--- src/design/mcs_pkg.sv ---
// Purpose: Shared constants and types for the master clock selector
// Assumes: sys_clk at 125 MHz; source clocks arrive as sampled levels
// Notes:   Source codes and reset values live here only
package mcs_pkg;

  // ----------------------------------------------------------------
  // Source selection codes
  // ----------------------------------------------------------------
  typedef enum logic [1:0] {
    MCS_SRC_XTAL = 2'h0,
    MCS_SRC_EXT  = 2'h1,
    MCS_SRC_FRC  = 2'h2,
    MCS_SRC_SRC  = 2'h3
  } mcs_src_t;

  localparam int       MCS_NUM_SRC      = 4;
  localparam mcs_src_t MCS_RST_SRC      = MCS_SRC_FRC;
  localparam logic [3:0] MCS_RST_EN     = 4'h4;
  localparam logic     MCS_RST_DIV8     = 1'b1;
  localparam int       MCS_DIV8_HALF    = 4;
  localparam logic [2:0] MCS_DIV_LAST   = 3'h3;
  localparam logic [31:0] MCS_WUT_RST   = 32'h0000_0000;

  // Switch handshake states
  typedef enum logic [1:0] {
    MCS_ST_RUN  = 2'h0,
    MCS_ST_OFF  = 2'h1,
    MCS_ST_ON   = 2'h2
  } mcs_state_t;

  // Software control bundle
  typedef struct packed {
    logic [3:0] src_en;
    mcs_src_t   sel;
    logic       sel_req;
    logic       div8_off;
  } mcs_ctrl_t;

  // Status bundle
  typedef struct packed {
    logic [3:0] src_stable;
    mcs_src_t   master_clock_status;
    logic       switch_busy;
    logic       div8_on;
  } mcs_stat_t;

endpackage : mcs_pkg

--- src/design/mcs_master_clock_selector.sv ---
// Purpose: Picks the master clock among four sources with glitch-free handover
// Assumes: Source clocks and ready flags are sampled as levels on sys_clk
// Notes:   Master clock output is a registered level built from sampled sources
//          Wake-up counter runs on while its visible copy is frozen by the gate
//          Halt blocks new switches but never touches the selection in force
//
// Notes on behaviour
// - Exactly four sources: crystal, external clock input, fast RC, slow RC.
// - After reset the master clock is the fast RC divided by eight.
// - Every source has an independent enable bit.
// - A switch is accepted only toward a source that reports stable.
// - The wake-up timer counts on its own source, not the master clock.
// - Entering halt leaves the source selection untouched.
`timescale 1ns/1ns
module mcs_master_clock_selector
  import mcs_pkg::*;
(
  input  wire logic              sys_clk,
  input  wire logic              rst_b,
  input  wire mcs_pkg::mcs_ctrl_t ctrl,
  input  wire logic              halt_req,
  input  wire logic              wakeup_timer_gate,
  input  wire logic [3:0]        src_clk,
  input  wire logic [3:0]        src_ready,
  output logic [3:0]             src_en_out,
  output logic                   master_clk,
  output mcs_pkg::mcs_stat_t     status,
  output logic [31:0]            wakeup_timer_count
);
  import mcs_pkg::*;

  // ----------------------------------------------------------------
  // Input synchronisation
  // ----------------------------------------------------------------
  logic [3:0] clk_s, rdy_s;

  mcs_sync #(.W(8)) u_sync (
    .sys_clk  (sys_clk),
    .rst_b    (rst_b),
    .async_in ({src_ready, src_clk}),
    .sync_out ({rdy_s, clk_s})
  );

  // ----------------------------------------------------------------
  // Enables and selection state
  // ----------------------------------------------------------------
  logic [3:0] en_r, en_nxt;
  mcs_src_t   cur_r, cur_nxt, tgt_r, tgt_nxt;
  mcs_state_t st_r, st_nxt;
  logic       div8_r, div8_nxt;
  logic       mclk_r, mclk_nxt;
  logic       last_r, last_nxt;
  logic [2:0] dcnt_r, dcnt_nxt;
  logic       busy_r, busy_nxt;
  logic [31:0] wut_r, wut_nxt;
  logic [31:0] view_r, view_nxt;
  logic       last_src_r, last_src_nxt;
  logic       sel_lvl, req_ok;

  // ----------------------------------------------------------------
  // Source pick and request check
  // ----------------------------------------------------------------

  // Current source level, undivided; the optional divide by eight is applied later
  always_comb begin
    sel_lvl = clk_s[cur_r];
  end

  // Switch allowed only to an enabled, stable, different source
  assign req_ok = ctrl.sel_req && !halt_req && en_r[ctrl.sel]
                  && rdy_s[ctrl.sel] && (ctrl.sel != cur_r);

  // ----------------------------------------------------------------
  // Selection state machine and master clock
  // ----------------------------------------------------------------
  // Next state of selection and handover
  always_comb begin
    en_nxt   = ctrl.src_en;
    cur_nxt  = cur_r;
    tgt_nxt  = tgt_r;
    st_nxt   = st_r;
    div8_nxt = div8_r & ~ctrl.div8_off;
    mclk_nxt = mclk_r;
    last_nxt = sel_lvl;
    dcnt_nxt = dcnt_r;
    // Never disable the source currently driving the master clock
    en_nxt[cur_r] = 1'b1;
    if (st_r != MCS_ST_RUN) begin
      en_nxt[tgt_r] = 1'b1;
    end
    unique case (st_r)
      MCS_ST_RUN: begin
        // Idle: latch the target of a request that passes every check
        if (req_ok) begin
          tgt_nxt = ctrl.sel;
          st_nxt  = MCS_ST_OFF;
        end
      end
      MCS_ST_OFF: begin
        // Wait for old clock low so the high phase is never cut
        if (!mclk_r) begin
          st_nxt = MCS_ST_ON;
        end
      end
      MCS_ST_ON: begin
        // Hand over while the new source sits low, still stable
        // Target lost its stable flag: give up, the old source stays
        if (!rdy_s[tgt_r]) begin
          st_nxt = MCS_ST_RUN;
        end else if (!clk_s[tgt_r]) begin
          cur_nxt  = tgt_r;
          div8_nxt = 1'b0;
          dcnt_nxt = '0;
          st_nxt   = MCS_ST_RUN;
        end
      end
      default: st_nxt = MCS_ST_RUN;
    endcase

    // Master clock generation, held low during handover. In divide-by-eight
    // mode the output toggles on every fourth sampled rising edge of the
    // source, so one master period spans eight source periods.
    if (st_r == MCS_ST_RUN) begin
      if (div8_r) begin
        if (sel_lvl && !last_r) begin
          if (dcnt_r == MCS_DIV_LAST) begin
            dcnt_nxt = '0;
            mclk_nxt = ~mclk_r;
          end else begin
            dcnt_nxt = dcnt_r + 3'h1;
          end
        end
      end else begin
        mclk_nxt = sel_lvl;
      end
    end else if (st_r == MCS_ST_OFF && div8_r) begin
      // Divider runs on so a high phase already begun keeps its full length
      if (mclk_r && sel_lvl && !last_r) begin
        if (dcnt_r == MCS_DIV_LAST) begin
          dcnt_nxt = '0;
          mclk_nxt = 1'b0;
        end else begin
          dcnt_nxt = dcnt_r + 3'h1;
        end
      end
    end else if (st_r == MCS_ST_OFF) begin
      // Undivided source: follow it down, never raise again
      mclk_nxt = sel_lvl & mclk_r;
    end else begin
      mclk_nxt = 1'b0;
    end
    // Busy flag registered so the status port comes from a flip-flop
    busy_nxt = (st_nxt != MCS_ST_RUN);
  end

  // ----------------------------------------------------------------
  // Wake-up timer
  // ----------------------------------------------------------------
  // Counter runs on sampled slow RC edges whatever the gate does;
  // the gate stands for a stopped register clock and freezes only the copy
  always_comb begin
    wut_nxt      = wut_r;
    last_src_nxt = clk_s[MCS_SRC_SRC];
    view_nxt     = view_r;
    if (clk_s[MCS_SRC_SRC] && !last_src_r) begin
      wut_nxt = wut_r + 32'h0000_0001;
    end
    // Visible copy catches up as soon as the register clock returns
    if (!wakeup_timer_gate) begin
      view_nxt = wut_r;
    end
  end

  // Timer registers, kept apart from the selection logic
  // so that nothing tied to the master clock can stall the count
  always_ff @(posedge sys_clk or negedge rst_b) begin
    if (!rst_b) begin
      wut_r      <= MCS_WUT_RST;
      last_src_r <= 1'b0;
      view_r     <= MCS_WUT_RST;
    end else begin
      wut_r      <= wut_nxt;
      last_src_r <= last_src_nxt;
      view_r     <= view_nxt;
    end
  end

  // ----------------------------------------------------------------
  // Selection registers
  // ----------------------------------------------------------------
  always_ff @(posedge sys_clk or negedge rst_b) begin
    if (!rst_b) begin
      en_r       <= MCS_RST_EN;
      cur_r      <= MCS_RST_SRC;
      tgt_r      <= MCS_RST_SRC;
      st_r       <= MCS_ST_RUN;
      div8_r     <= MCS_RST_DIV8;
      mclk_r     <= 1'b0;
      last_r     <= 1'b0;
      dcnt_r     <= '0;
      busy_r     <= 1'b0;
    end else begin
      en_r       <= en_nxt;
      cur_r      <= cur_nxt;
      tgt_r      <= tgt_nxt;
      st_r       <= st_nxt;
      div8_r     <= div8_nxt;
      mclk_r     <= mclk_nxt;
      last_r     <= last_nxt;
      dcnt_r     <= dcnt_nxt;
      busy_r     <= busy_nxt;
    end
  end

  // ----------------------------------------------------------------
  // Outputs
  // ----------------------------------------------------------------
  // Status and outputs straight from flip-flops
  assign src_en_out                 = en_r;
  assign master_clk                 = mclk_r;
  assign status.src_stable          = rdy_s;
  assign status.master_clock_status = cur_r;
  assign status.switch_busy         = busy_r;
  assign status.div8_on             = div8_r;
  assign wakeup_timer_count         = view_r;
endmodule : mcs_master_clock_selector

--- src/design/mcs_sync.sv ---
// Purpose: Three-stage synchroniser with agreement filter, one per bit
// Assumes: Inputs are asynchronous to sys_clk
// Notes:   First stage feeds only the second stage
`timescale 1ns/1ns
module mcs_sync #(
  parameter int W = 4
) (
  input  wire logic         sys_clk,
  input  wire logic         rst_b,
  input  wire logic [W-1:0] async_in,
  output logic      [W-1:0] sync_out
);
  logic [W-1:0] s1_r, s2_r, s3_r, out_r;
  logic [W-1:0] out_nxt;

  // Output follows once the second and third stages agree
  genvar g;
  generate
    for (g = 0; g < W; g++) begin : g_bit
      always_comb begin
        out_nxt[g] = (s2_r[g] == s3_r[g]) ? s3_r[g] : out_r[g];
      end
    end
  endgenerate

  // Register stages
  always_ff @(posedge sys_clk or negedge rst_b) begin
    if (!rst_b) begin
      s1_r  <= '0;
      s2_r  <= '0;
      s3_r  <= '0;
      out_r <= '0;
    end else begin
      s1_r  <= async_in;
      s2_r  <= s1_r;
      s3_r  <= s2_r;
      out_r <= out_nxt;
    end
  end

  assign sync_out = out_r;
endmodule : mcs_sync

--- config.mk ---
export PLATFORM = sky130hd
export DESIGN_NAME = mcs_master_clock_selector
export DESIGN_NICKNAME = d
export VERILOG_FILES = /design/src/design/mcs_pkg.sv /design/src/design/mcs_master_clock_selector.sv /design/src/design/mcs_sync.sv
export SDC_FILE = /design/constraint.sdc
export NUM_CORES = 1
export LEC_CHECK = 0
export ABC_AREA = 1
export CORE_UTILIZATION = 55
export CTS_CLUSTER_SIZE = 30
export DETAILED_ROUTE_END_ITERATION = 12
export DONT_BUFFER_PORTS = 1
export HOLD_SLACK_MARGIN = 0.06
export PLACE_DENSITY = 0.69
export SLEW_MARGIN = 10
export SYNTH_ARGS = -nofsm -noshare
export SYNTH_HDL_FRONTEND = slang
export SYNTH_SLANG_ARGS = --single-unit
--- constraint.sdc ---
create_clock -name sys_clk -period 1.9 [get_ports sys_clk]
set_input_delay 0.38 -clock sys_clk [delete_from_list [all_inputs] [get_ports sys_clk]]
set_output_delay 0.38 -clock sys_clk [all_outputs]
set_load 0.02 [all_outputs]
* Word level (Yosys, flattened, before mapping)
Cells that the tools add are included.
** Word-level totals
- Logic and storage cells :: 113
- Bits of input ports :: 20
- RAM bits :: 0
- Memory bits (read-only) :: 0
- Bits in latches :: 0
- Register bits :: 114
- Memories kept :: 0
** Cells by class
- Mux-type cells :: 40
- Reductions and logical operators :: 20
- $mul :: 0
- Bitwise logic cells :: 7
- Add/subtract/negate cells :: 2
- Order comparisons :: 5
- Shifts and indexed selects :: 0
- Equal/unequal tests :: 16
- Div/mod/pow operators :: 0
** Operator list (count)
- adder 32 x 1 -> 32 bit (second input constant) :: 1
- two-way mux 3 bit :: 9
- two-way mux 1 bit :: 18
- logical AND 1 bit :: 11
- binary-select mux 1 bit (select 2 bit) :: 5
- < comparator 2 x 3 -> 1 bit (second input constant) :: 3
- != test 3 x 2 -> 1 bit (second input constant) :: 3
- equality test 1 bit :: 8
- two-way mux 2 bit :: 4
- OR 4 bit :: 2
- case mux 2 bit (3 select lines) :: 1
- demux 1 bit (select 2 bit) :: 2
- greater-or-equal comparator 2 x 1 -> 1 bit (second input constant) :: 2
- two-way mux 4 bit :: 1
- AND reduction 4 bit :: 1
- nonzero test 2 bit :: 2
- adder 3 x 1 -> 3 bit (second input constant) :: 1
- equality test 3 x 2 -> 1 bit (second input constant) :: 1
- zero test 1 bit :: 3
- != test 3 bit (second input constant) :: 1
- inverter 1 bit :: 3
- AND reduction 3 bit :: 1
- bitwise AND 1 bit :: 2
- equality test 2 x 1 -> 1 bit (second input constant) :: 1
- other kinds (4) :: 4

* Depth between registers and ports, before layout
- Word-level depth :: 8
- Mapped depth :: 11
- Depth with buffers taken out :: 11

* Cells and area by module
From an unflattened synthesis, not the netlist that was laid out.
** Second synthesis, totals
- Cells, all modules :: 565
- Area total of the unflattened synthesis :: 4956.0 µm²
** By module, submodules not included
- mcs_master_clock_selector :: cells each 501, area each 4025.1 µm², seq. area each 2057.0 µm², times used 1
- mcs_sync :: cells each 64, area each 930.9 µm², seq. area each 800.8 µm², times used 1

* Worst setup path after synthesis
Ideal clock, no wire load.
- Kind :: flip-flop to flip-flop
- From :: register cur_r[1]
- To :: register dcnt_r[1]
- Period minus slack after synthesis :: 1480 ps
- Arrival time :: 1354 ps
- Required time :: 1774 ps
- Library setup time :: 126 ps
- Stages on the path, launching flop included :: 9
- Path slack :: 420 ps
- Cells stage by stage :: dfstp_2 > buf_2 > nand3_1 > nand2_1 > nor2_1 > nor2_2 > nand3_1 > nand3_1 > o21ai_0
** Between the ends
- Longest elaborated chain between the ends :: 7
** Ends and longest elaborated chain
- start: declaration :: RTL line mcs_master_clock_selector.sv:48 : mcs_src_t cur_r, cur_nxt, tgt_r, tgt_nxt;
- start signal: assignment :: RTL line mcs_master_clock_selector.sv:204 : cur_r <= cur_nxt;
- binary-select mux 1 bit (select 2 bit) * :: RTL line mcs_master_clock_selector.sv:66 : sel_lvl = clk_s[cur_r];
- two-way mux 1 bit (implied by the code) * :: RTL line mcs_master_clock_selector.sv:66
- logical AND 1 bit (2 in series) :: RTL line mcs_master_clock_selector.sv:138 : if (mclk_r && sel_lvl && !last_r) begin
- two-way mux 3 bit :: RTL line mcs_master_clock_selector.sv:138
- two-way mux 3 bit :: RTL line mcs_master_clock_selector.sv:136 : end else if (st_r == MCS_ST_OFF && div8_r) begin
- two-way mux 3 bit * :: RTL line mcs_master_clock_selector.sv:123 : if (st_r == MCS_ST_RUN) begin
- net dcnt_nxt[1] :: RTL line mcs_master_clock_selector.sv:53 : logic [2:0] dcnt_r, dcnt_nxt;
- end signal: assignment :: RTL line mcs_master_clock_selector.sv:210 : dcnt_r <= dcnt_nxt;
- end: declaration :: RTL line mcs_master_clock_selector.sv:53
The timed path passes the listed nets; every way through them passes the cells marked *. The select of a mux whose other input is x is not followed.
A chain may end at the register's enable or synchronous reset.

* Final worst setup path
- From :: register cur_r[0]
- To :: register dcnt_r[1]
Same word-level chain as after synthesis.

==> flow_metrics.env <==
export IMPL_status="finished with violations"
export IMPL_violations="hold timing"
export IMPL_cp_max_fo=9
export IMPL_placed_cell_area_mm2=0.00502
export IMPL_grt_usage=0.225
export IMPL_wl_per_cell_um=14.1
export IMPL_tightest_slew_ns=0.448
export IMPL_viasPerCell=5.16
export IMPL_grt_overflow=0
export IMPL_antenna_left=0
export IMPL_synth_top_family_by_area="simple AND/OR/NAND/NOR gates"
export IMPL_hold_class="input port to asynchronous set/reset pin"
export IMPL_syn_inst=530
export IMPL_cts_clk_slew_worst_paths_ns=0.06
export IMPL_postSynthNetCount=552
export IMPL_ys_top_cells_by_area="dfrtp_1 56%, nand2_1 10%, inv_1 4.6%, o21ai_0 3.9%, nand3_1 3.6%"
export IMPL_setup_viol=0
export IMPL_syn_area_mm2=0.00494
export IMPL_finalCriticalPeriod_ns=1.61
export IMPL_core_mm2=0.00872
export IMPL_final_util=0.659
export IMPL_endpoint_kind="flip-flop"
export IMPL_cts_hold_buf=14
export IMPL_period_share=0.849
export IMPL_cts_buffers_inserted=17
export IMPL_die_w_um=96.7
export IMPL_grt_pass1_vias=3371
export IMPL_power_mw=7.02
export IMPL_power_leakage_nw=2.69
export IMPL_max_clock_path_buffers=2
export IMPL_cts_resized=0
export IMPL_area_growth_pct=16.5
export IMPL_grt_setup_unrepaired="false"
export IMPL_startpoint_type="flip-flop"
export IMPL_synth_fa_ha_area_frac=0.0213
export IMPL_wirelength_mm=9.48
export IMPL_irDropWorstVdd_mv=0.888
export IMPL_p_per_area_mw_per_mm2=1220
export IMPL_cts_setup_buffers=0
export IMPL_hold_viol_final=114
export IMPL_synth_mux_area_frac=0.0182
export IMPL_dp_hpwl_mm=6.45
export IMPL_ff2ff_setup_slack_ns=0.29
export IMPL_clk_latency_ns=0.52
export IMPL_grt_pass1_wl_mm=16.5
export IMPL_num_rows=34
export IMPL_use_met2=0.321
export IMPL_grt_max_degree=115
export IMPL_synthXorXnorAreaFrac=0.0355
export IMPL_dieArea_mm2=0.00936
export IMPL_place_ws_ns=0.295
export IMPL_drt_iter0_markers=204
export IMPL_initial_core_util=0.566
export IMPL_synthSimpleGateAreaFrac=0.242
export IMPL_boundaryPins=65
export IMPL_drc=0
export IMPL_worstSetupPathType="flip-flop to flip-flop"
export IMPL_clockRootBuffer="clkbuf_8"
export IMPL_vias=3473
export IMPL_holdWs_ns=-0.450
export IMPL_use_met1=0.323
export IMPL_final_nets=574
export IMPL_fin_tns_setup_ns=0
export IMPL_cp_arrival_ns=2.01
export IMPL_synth_top_area_share=0.558
export IMPL_synth_top_cell_by_area="dfrtp_1"
export IMPL_firstDrtPassIters=4
export IMPL_setup_ws_ns=0.287
export IMPL_avgSynthCellArea_um2=9.32
export IMPL_busiest_layer="met1"
export IMPL_ys_types=31
export IMPL_final_design_area_no_fill_mm2=0.00575
export IMPL_cts_htree_levels=4
export IMPL_cts_tree="built"
export IMPL_fmax_mhz=620
export IMPL_synth_compound_area_frac=0.0456
export IMPL_ys_ff_latch=114
export IMPL_gr_usage_met3=0.0708
export IMPL_clkSinkCount=114
export IMPL_slew_viol_final=0
export IMPL_max_cap_violations=0
export IMPL_yosysSeqAreaShare=0.579
export IMPL_slew_headroom=0.701
export IMPL_required_ns=2.30
export IMPL_io_buffers=0
export IMPL_final_layout_size_suffix_gt1_frac=0.131
export IMPL_globalplace_congestion=0.824
export IMPL_die_y_um=96.7
export IMPL_finalClockSkew_ns=0.00856
export IMPL_antenna_found_initial=0
export IMPL_diodes=0
export IMPL_yosysWarningCount=0
where the power goes:
part	switching, mW	internal, mW
logic	0.505	0.290
registers	0.435	2.71
clock network	1.27	1.80
total	2.21	4.81
Yosys cell counts:
master,number
a21oi_1,6
or2_2,1
mux2_2,8
nor2_2,4
nor3_1,5
nand3b_1,1
nor2_4,4
nand2_1,138
nor3_2,3
o21ai_0,38
buf_2,5
nand3_1,36
buf_4,2
nor3b_1,1
dfstp_2,4
and3_1,2
dfrtp_1,110
maj3_1,8
xor2_1,20
or2_4,1
o21ai_1,1
inv_1,60
nand4_1,11
clkbuf_1,5
nor3_4,1
nand3_2,2
ha_1,2
nor3b_2,2
nand2_2,8
inv_2,2
nor2_1,39
placed cells by master (no fill, tap or decap), drive strengths merged, types with 9 or more instances in the layout:
| cell type | netlist | final |
|---|---|---|
| clkbuf | 5 | 17 |
| dfrtp | 110 | 110 |
| dlygate4sd3 | 0 | 13 |
| inv | 62 | 72 |
| nand2 | 146 | 146 |
| nand3 | 38 | 38 |
| nand4 | 11 | 11 |
| nor2 | 47 | 47 |
| nor3 | 9 | 9 |
| o21ai | 39 | 39 |
| xor2 | 20 | 20 |
critical path, stage by stage (launching register included):
cell     delay, ns
dfrtp_1       0.54
inv_1         0.20
nand3_1       0.09
nand2_1       0.09
nor2_1        0.06
nor2_2        0.19
nand3_1       0.15
nand3_1       0.10
o21ai_0       0.08
path summary, 6_finish.rpt:
kind | startpoint | endpoint | depth (start not counted)
max | cur_r[0] | dcnt_r[1] | 8
min | rst_b | st_r[0] | 0
max reg2reg | cur_r[0] | dcnt_r[1] | 8
min reg2reg | u_sync.s1_r[4] | u_sync.s2_r[4] | 0
max in group asynchronous | rst_b | src_en_out[2] | 0
min in group sys_clk | ctrl[3] | tgt_r[1] | 2
state kept, by name (all words and copies together), names as in the netlist:
signal / count
u_sync.s2_r: 8
wakeup_timer_count: 32
cur_r: 2
st_r: 2
busy_r: 1
master_clk: 1
last_r: 1
tgt_r: 2
u_sync.sync_out: 8
dcnt_r: 3
last_src_r: 1
wut_r: 32
div8_r: 1
src_en_out: 4
u_sync.s3_r: 8
u_sync.s1_r: 8
routing by layer:
metal | part of all wire | up-vias
met2 | 0.45 | 95
met5 | 0 | -
met3 | 0.058 | 15
met4 | 0.016 | 0
met1 | 0.48 | 1627
li1 | - | 1736
layout make-up:
| cell class | instances | area, um^2 |
|---|---|---|
| fill | 688 | 2970 |
| sequential | 114 | 2860 |
| multi-input combinational | 342 | 1790 |
| clock buffer | 17 | 414 |
| inverter | 62 | 233 |
| clock inverter | 15 | 165 |
| timing repair buffer | 15 | 158 |
| tap | 108 | 135 |
stage by stage:
step / instances / hold WS, ns
final: 673 / -0.450
after global routing: 673 / -0.478
after CTS: 673 / -0.473
after detailed placement: 627 / 0.0867
after global placement: 627 / 0.0865
after floorplan: 530 / 0.0844
logic make-up (layout without fill, tap and decap cells):
family,after synthesis,after routing
compound gates,45,45
xor+xnor,20,20
fa+ha+maj,10,10
buf+inv,74,109
flops,114,114
mux,8,8
simple gates,259,259
Note: power is estimated with default switching activity, not from simulation.
